<file path="src/common/amc_pkg.sv">
package amc_pkg;

  // Register port
  localparam int unsigned AMC_ADDR_W = 4;
  localparam int unsigned AMC_DATA_W = 8;
  localparam logic [3:0] AMC_MODE_OFS = 4'h0;
  localparam logic [3:0] AMC_STAT_OFS = 4'h1;
  localparam logic [7:0] AMC_MODE_RST = 8'h00;
  localparam logic [7:0] AMC_RD_IDLE = 8'h00;
  // Routing after reset: buffer off, first pair, eight inputs, chop on
  localparam logic [4:0] AMC_ROUTE_RST = 5'h09;

  // Mode register field positions
  localparam int unsigned AMC_CHOP_DIS_POS = 7;
  localparam int unsigned AMC_BUF_EN_POS = 6;
  localparam int unsigned AMC_REF_SEL_POS = 5;
  localparam int unsigned AMC_CH_ARR_POS = 4;
  localparam int unsigned AMC_OSC_OFF_POS = 3;
  localparam int unsigned AMC_CONV_MODE_POS = 0;

  // Status register field positions
  localparam int unsigned AMC_ST_STANDBY_POS = 0;
  localparam int unsigned AMC_ST_OSC_ON_POS = 1;
  localparam int unsigned AMC_ST_READY_POS = 2;
  localparam int unsigned AMC_ST_STARTING_POS = 3;

  // Conversion mode code that puts the converter in standby
  localparam logic [2:0] AMC_MD_STANDBY = 3'h1;

  // Oscillator restart time
  localparam int unsigned AMC_CLK_KHZ = 250000;
  localparam int unsigned AMC_OSC_START_MS = 300;
  localparam int unsigned AMC_OSC_START_CYCLES = AMC_OSC_START_MS * AMC_CLK_KHZ;
  localparam int unsigned AMC_TMR_W = 27;

  typedef struct packed {
    logic chop_disable;
    logic common_input_buffer_enable;
    logic reference_pair_select;
    logic channel_arrangement_select;
    logic oscillator_off_in_standby;
    logic [2:0] conv_mode;
  } amc_mode_type;

  typedef struct packed {
    logic common_buffer_on;
    logic first_reference_pair;
    logic second_reference_pair;
    logic ten_input_arrangement;
    logic chop_enable;
  } amc_route_type;

  typedef enum logic [1:0] {
    OSC_RUN,
    OSC_STOPPED,
    OSC_STARTING
  } amc_osc_state_type;

endpackage : amc_pkg

</file>
<file path="src/design/amc_mode_ctrl.sv">
// What this block does
// RL1: With the buffer bit clear the common negative input is left unbuffered, set routes it through the buffer.
// RL2: With the reference select bit clear the first reference pair is used, set uses the second pair.
// RL3: The channel arrangement bit overrides reference select, so ten-input mode always uses one pair.
// RL4: Arrangement bit clear gives eight inputs with two reference choices, set gives ten with one.
// RL5: With the oscillator-off bit set, entering standby also stops the crystal oscillator.
// RL6: After standby with the oscillator stopped, 300 ms of restart pass before normal operation.
// RL7: With the oscillator-off bit clear the oscillator keeps running in standby and resumes at once.
// RL8: The chop bit enables chopping when clear and disables it when set, enabled after reset.
// RL9: The configuration bits sit in a host-writable register that holds until rewritten or reset.
`timescale 1ns/1ps
`default_nettype none

module amc_mode_ctrl
  import amc_pkg::*;
#(
  parameter int unsigned OSC_START_CYCLES = AMC_OSC_START_CYCLES
) (
  input wire logic ref_clk_i,
  input wire logic rst_n_i,
  input wire logic [AMC_ADDR_W-1:0] reg_addr_i,
  input wire logic [AMC_DATA_W-1:0] reg_wdata_i,
  input wire logic reg_wr_i,
  input wire logic reg_rd_i,
  output logic [AMC_DATA_W-1:0] reg_rdata_o,
  output amc_route_type route_o,
  output logic osc_enable_o,
  output logic standby_o,
  output logic device_ready_o
);

  amc_mode_type mode_r;
  amc_route_type route_nxt;
  amc_route_type route_r;
  amc_osc_state_type osc_state_r;
  amc_osc_state_type osc_state_nxt;
  logic osc_en_r;
  logic ready_r;
  logic standby_r;
  logic [AMC_DATA_W-1:0] rdata_r;
  logic standby_req;
  logic osc_off_req;
  logic tmr_run;
  logic tmr_done;
  logic mode_wr;
  logic [AMC_DATA_W-1:0] status_val;
  localparam logic [AMC_TMR_W-1:0] RESTART_LAST = AMC_TMR_W'(OSC_START_CYCLES - 1);
  logic [AMC_TMR_W-1:0] restart_seen_r;

  assign mode_wr = reg_wr_i && (reg_addr_i == AMC_MODE_OFS);
  assign standby_req = (mode_r.conv_mode == AMC_MD_STANDBY);
  assign osc_off_req = standby_req && mode_r.oscillator_off_in_standby;

  // RL9: host mode register
  always_ff @(posedge ref_clk_i or negedge rst_n_i) begin
    if (!rst_n_i) begin
      mode_r <= amc_mode_type'(AMC_MODE_RST);
    end else if (mode_wr) begin
      mode_r <= amc_mode_type'(reg_wdata_i);
    end
  end

  amc_route_decode u_decode (
    .mode_i(mode_r),
    .route_o(route_nxt)
  );

  // RL1: registered analog routing
  always_ff @(posedge ref_clk_i or negedge rst_n_i) begin
    if (!rst_n_i) begin
      route_r <= amc_route_type'(AMC_ROUTE_RST);
    end else begin
      route_r <= route_nxt;
    end
  end

  assign route_o = route_r;

  assign tmr_run = (osc_state_r == OSC_STARTING);

  amc_startup_timer #(
    .CYCLES(OSC_START_CYCLES)
  ) u_timer (
    .ref_clk_i(ref_clk_i),
    .rst_n_i(rst_n_i),
    .run_i(tmr_run),
    .done_o(tmr_done)
  );

  // Oscillator power sequencing
  always_comb begin
    osc_state_nxt = osc_state_r;
    case (osc_state_r)
      OSC_RUN: begin
        // RL5: stop in standby
        if (osc_off_req) begin
          osc_state_nxt = OSC_STOPPED;
        end
      end
      OSC_STOPPED: begin
        // RL6: restart wait begins
        if (!osc_off_req) begin
          osc_state_nxt = OSC_STARTING;
        end
      end
      OSC_STARTING: begin
        if (osc_off_req) begin
          osc_state_nxt = OSC_STOPPED;
        end else if (tmr_done) begin
          osc_state_nxt = OSC_RUN;
        end
      end
      default: begin
        osc_state_nxt = OSC_RUN;
      end
    endcase
  end

  always_ff @(posedge ref_clk_i or negedge rst_n_i) begin
    if (!rst_n_i) begin
      osc_state_r <= OSC_RUN;
    end else begin
      osc_state_r <= osc_state_nxt;
    end
  end

  // RL7: oscillator stays on unless stopped
  always_ff @(posedge ref_clk_i or negedge rst_n_i) begin
    if (!rst_n_i) begin
      osc_en_r <= 1'b1;
      ready_r <= 1'b1;
      standby_r <= 1'b0;
    end else begin
      osc_en_r <= (osc_state_nxt != OSC_STOPPED);
      ready_r <= (osc_state_nxt == OSC_RUN) && !standby_req;
      standby_r <= standby_req;
    end
  end

  assign osc_enable_o = osc_en_r;
  assign device_ready_o = ready_r;
  assign standby_o = standby_r;

  always_comb begin
    status_val = '0;
    status_val[AMC_ST_STANDBY_POS] = standby_r;
    status_val[AMC_ST_OSC_ON_POS] = osc_en_r;
    status_val[AMC_ST_READY_POS] = ready_r;
    status_val[AMC_ST_STARTING_POS] = tmr_run;
  end

  // Read data stands for one cycle only
  always_ff @(posedge ref_clk_i or negedge rst_n_i) begin
    if (!rst_n_i) begin
      rdata_r <= AMC_RD_IDLE;
    end else if (!reg_rd_i) begin
      rdata_r <= AMC_RD_IDLE;
    end else if (reg_addr_i == AMC_MODE_OFS) begin
      rdata_r <= mode_r;
    end else if (reg_addr_i == AMC_STAT_OFS) begin
      rdata_r <= status_val;
    end else begin
      rdata_r <= AMC_RD_IDLE;
    end
  end

  assign reg_rdata_o = rdata_r;

  // RL6: independent restart count
  always_ff @(posedge ref_clk_i or negedge rst_n_i) begin
    if (!rst_n_i) begin
      restart_seen_r <= '0;
    end else if (osc_state_r != OSC_STARTING) begin
      restart_seen_r <= '0;
    end else begin
      restart_seen_r <= restart_seen_r + 1'b1;
    end
  end
endmodule : amc_mode_ctrl

`default_nettype wire

</file>
<file path="src/design/amc_route_decode.sv">
`timescale 1ns/1ps
`default_nettype none

module amc_route_decode
  import amc_pkg::*;
(
  input wire amc_mode_type mode_i,
  output amc_route_type route_o
);

  always_comb begin
    // RL1: common input buffer
    route_o.common_buffer_on = mode_i.common_input_buffer_enable;
    // RL4: channel arrangement
    route_o.ten_input_arrangement = mode_i.channel_arrangement_select;
    // RL3: arrangement overrides selection
    if (mode_i.channel_arrangement_select) begin
      route_o.first_reference_pair = 1'b1;
      route_o.second_reference_pair = 1'b0;
    end else begin
      // RL2: reference pair choice
      route_o.first_reference_pair = ~mode_i.reference_pair_select;
      route_o.second_reference_pair = mode_i.reference_pair_select;
    end
    // RL8: chop when bit clear
    route_o.chop_enable = ~mode_i.chop_disable;
  end

endmodule : amc_route_decode

`default_nettype wire

</file>
<file path="src/design/amc_startup_timer.sv">
`timescale 1ns/1ps
`default_nettype none

module amc_startup_timer
  import amc_pkg::*;
#(
  parameter int unsigned CYCLES = AMC_OSC_START_CYCLES
) (
  input wire logic ref_clk_i,
  input wire logic rst_n_i,
  input wire logic run_i,
  output logic done_o
);

  localparam logic [AMC_TMR_W-1:0] LAST = AMC_TMR_W'(CYCLES - 1);

  logic [AMC_TMR_W-1:0] count_r;

  // Counts while running, restarts from zero whenever stopped
  always_ff @(posedge ref_clk_i or negedge rst_n_i) begin
    if (!rst_n_i) begin
      count_r <= '0;
    end else if (!run_i) begin
      count_r <= '0;
    end else if (count_r != LAST) begin
      count_r <= count_r + 1'b1;
    end
  end

  assign done_o = run_i && (count_r == LAST);

endmodule : amc_startup_timer

`default_nettype wire

</file>
<file path="config.mk">
export PLATFORM = sky130hd
export DESIGN_NAME = amc_mode_ctrl
export DESIGN_NICKNAME = d
export VERILOG_FILES = /design/src/common/amc_pkg.sv /design/src/design/amc_mode_ctrl.sv /design/src/design/amc_route_decode.sv /design/src/design/amc_startup_timer.sv
export SDC_FILE = /design/constraint.sdc
export NUM_CORES = 1
export LEC_CHECK = 0
export BUFFER_PORTS_ARGS = -buffer_cell sky130_fd_sc_hd__buf_4
export CAP_MARGIN = 30
export CORE_MARGIN = 8
export CORE_UTILIZATION = 35
export DETAILED_ROUTE_END_ITERATION = 7
export SETUP_SLACK_MARGIN = 0.15
export SYNTH_ARGS = -nofsm -noshare
export SYNTH_HDL_FRONTEND = slang
export SYNTH_SLANG_ARGS = --single-unit
</file>
<file path="constraint.sdc">
create_clock -name ref_clk_i -period 2.2 [get_ports ref_clk_i]
set_clock_uncertainty 0.05 [all_clocks]
set_input_delay 0.11 -clock ref_clk_i [delete_from_list [all_inputs] [get_ports ref_clk_i]]
set_output_delay 0.11 -clock ref_clk_i [all_outputs]
set_load 0.01 [all_outputs]
</file>
==> results.json <==
{
  "p_sw_mw": 0.602,
  "synthCells": 214,
  "max-vdd-ir-drop_uv": 277,
  "ant_nets": 0,
  "power_density_nw_per_um2": 741,
  "pwr-share-clk": 0.299,
  "syn_area_um2": 2340,
  "swShare": 0.270,
  "start_kind": "flip-flop",
  "fin_nets": 285,
  "die_h_um": 97.8,
  "r2r_start": "u_timer.count_r[0]",
  "drive_gt1_frac": 0.294,
  "ys_warn_count": 0,
  "drtPass1Iterations": 4,
  "drt-vias-per-instance": 5.17,
  "worst_r2r_path_depth": 5,
  "clockBufferDepth": 2,
  "p_int_mw": 1.63,
  "fillerInstances": 619,
  "syn_area_per_cell_um2": 10.9,
  "rsz0062_at_grt": "true",
  "seqPwrFrac": 0.514,
  "worstSkewPairLatency_ps": 310,
  "path_clk_slew_ps": 100,
  "grt_max_degree": 54,
  "setup_viol": 0,
  "diodes": 0,
  "io_buffers": 31,
  "synth_seq_cells": 53,
  "grt-ovfl-total": 0,
  "cp-end-kind": "flip-flop",
  "die_area_um2": 9560,
  "critPathArrivalTime_ps": 2220,
  "p_leak_nw": 1.31,
  "required_ps": 2380,
  "status": "complete, no violations",
  "row_count": 30,
  "initial_core_util": 0.352,
  "vias": 1805,
  "path_cells": "buf_4 > nand3_2 > or4_4 > or4_1 > a21oi_1",
  "syn-num-nets": 231,
  "ff2ff_setup_slack_ps": 160,
  "drc": 0,
  "die_w_um": 97.8,
  "hold_violations": 0,
  "path_max_fanout": 6,
  "maxCapViolations": 0,
  "slew_viol_final": 0,
  "clock_sinks": 53,
  "dpl.hpwl_mm": 3.30,
  "hold_start": "reg_rd_i",
  "worstSetupPathType": "reg -> reg",
  "fmax_mhz": 491,
  "power_mw": 2.23,
  "place_inst": 324,
  "r2r-end": "u_timer.count_r[19]",
  "hold_path.class": "in -> reg",
  "grt_antenna_before_repair": 0,
  "whs_path_depth": 3,
  "grt_pass1_wl_mm": 8.51,
  "place_congestion": 0.785,
  "period_share": 0.926,
  "seq_area_frac_synth": 0.569,
  "cts_buffers": 5,
  "min_to": "reg_rdata_o[7]",
  "cts_tree": "yes",
  "cts-root-buf": "clkbuf_8",
  "wirelength_mm": 5.05,
  "p_comb_frac": 0.187,
  "core_area_um2": 6640,
  "worst_pin_slew_ps": 667,
  "post-route-util": 0.453,
  "htree_levels": 2,
  "ys_types": 36,
  "ios": 32,
  "area_growth_pct": 28.5,
  "relSlewSlack": 0.555,
  "first_iter_violations": 74,
  "stdcell_count": 349,
  "grt_pass1_vias": 1826,
  "slowest_delay_ps": 610,
  "crit_slowest_cell": "or4_4",
  "period_needed_ps": 2040,
  "tns_ps": 0,
  "grtUsageTotal": 0.107,
  "routedWlPerCell_um": 14.5
}
## cells in the mapped netlist, drive strengths merged
library cell  instances  area share
a211oi                1      0.0032
a21o                  1      0.0032
a21oi                14       0.030
a22o                  1      0.0037
a31o                  1      0.0037
a31oi                 4       0.011
and2                  3      0.0080
and3                  7       0.019
buf                   1      0.0048
clkbuf                7       0.011
dfrtp                49        0.52
dfstp                 4       0.045
ha                    1      0.0053
inv                   8       0.013
mux2                  8       0.039
mux2i                 5       0.021
nand2                13       0.021
nand2b                2      0.0053
nand3                 7       0.015
nand3b                1      0.0032
nand4                 5       0.020
nor2                 13       0.021
nor2b                 2      0.0053
nor3                  7       0.015
nor3b                 1      0.0032
nor4                  4       0.011
nor4bb                2      0.0086
o21a                  1      0.0032
o21ai                 9       0.019
o31a                  2      0.0075
o31ai                 8       0.026
or3                   6       0.016
or4                  10       0.034
xnor2                 6       0.022
## placed cells by master, fill, tap and decap left out, types with 2 or more instances in the layout
cell           instances
dfstp_2                4
nor4bb_1               2
a21oi_1               11
clkbuf_8               5
and3_1                 7
dlygate4sd3_1         10
buf_4                 42
o31a_1                 2
nor4_1                 4
nor3_1                 7
o31ai_1                8
xnor2_1                6
or3_1                  4
nand4_1                4
nand3_1                6
or3_4                  2
nand2b_1               2
mux2i_1                5
dfrtp_1               48
inv_1                  8
a31oi_1                4
and2_1                 3
buf_6                  2
or4_1                  6
nor2_1                13
mux2_2                 8
nor2b_1                2
or4_4                  5
o21ai_0                9
nand2_1               12
a21oi_2                3
## worst max-delay path by stage
stage	start	to	cells after the start
final	u_timer.count_r[0]	u_timer.count_r[19]	5
after CTS	u_timer.count_r[0]	u_timer.count_r[24]	6
after floorplan	u_timer.count_r[0]	u_timer.count_r[14]	6
after detailed placement	u_timer.count_r[0]	u_timer.count_r[24]	6
after global routing	u_timer.count_r[1]	u_timer.count_r[24]	6
after global placement	u_timer.count_r[0]	u_timer.count_r[24]	6
## sequential cells by signal, summed over array words and instances, names as in the netlist
register and flops:
reg_rdata_o 8, mode_r 8, route_o 5, standby_o 1
osc_enable_o 1, device_ready_o 1, osc_state_r 2, u_timer.count_r 27
## through the flow
step | worst slack (ps) | area [µm²] | hold slack, ps
6_report | 163 | 3010 | 110
5_1_grt | 85.7 | 3010 | 132
4_1_cts | 145 | 2920 | 108
3_5_place_dp | 132 | 2690 | 141
3_3_place_gp | 173 | 2690 | 138
2_1_floorplan | 215 | 2340 | -236
## power by group through the flow
stage          combinational (mW)  clock, mW  sequential [mW]
2_1_floorplan               0.190          0             1.18
5_1_grt                     0.469      0.722             1.16
3_5_place_dp                0.363          0             1.17
4_1_cts                     0.402      0.685             1.15
6_report                    0.416      0.667             1.15
3_3_place_gp                0.362          0             1.16
## critical path, delay by kind of cell (launching register included)
kind / cells / cell delay, ps
buf+inv: 1 / 130
compound gates: 1 / 160
simple gates: 3 / 1230
flops: 1 / 400
## per-layer routing
metal | part of all wire | up-vias | GRT usage
met5 | 0 | - | 0
met4 | 0.011 | 0 | 0.0324
met3 | 0.052 | 9 | 0.0263
met2 | 0.50 | 35 | 0.183
met1 | 0.44 | 871 | 0.130
li1 | - | 890 | -
## cell families after synthesis
group                    Yosys count  share of synthesized area
XOR/XNOR                           6                     0.0225
AND/OR/NAND/NOR                   83                      0.204
buffers and inverters             16                     0.0289
flip-flops                        53                      0.569
AO/OA/AOI/OAI                     42                      0.110
multiplexers                      13                     0.0599
adder cells (fa/ha/maj)            1                    0.00535
## final cells by class
| type | instances | area, µm² | share of cell area |
|---|---|---|---|
| Sequential cell | 53 | 1330 | 0.443 |
| Clock buffer | 6 | 72.6 | 0.0241 |
| Multi-Input combinational cell | 146 | 995 | 0.331 |
| Inverter | 8 | 30.0 | 0.00999 |
| Clock inverter | 2 | 38.8 | 0.0129 |
| Tap cell | 80 | 100 | 0.0333 |
| Timing Repair Buffer | 54 | 438 | 0.146 |
## timing repair
action	4_1_cts	5_1_grt
pin swaps	1	7
hold buffers	10	0
gates cloned	0	1
buffers inserted	2	4
endpoints found under the setup margin	4	17
endpoints found under the hold margin	58	0
resized for setup	2	13
Power figures use the tool's default switching activity.
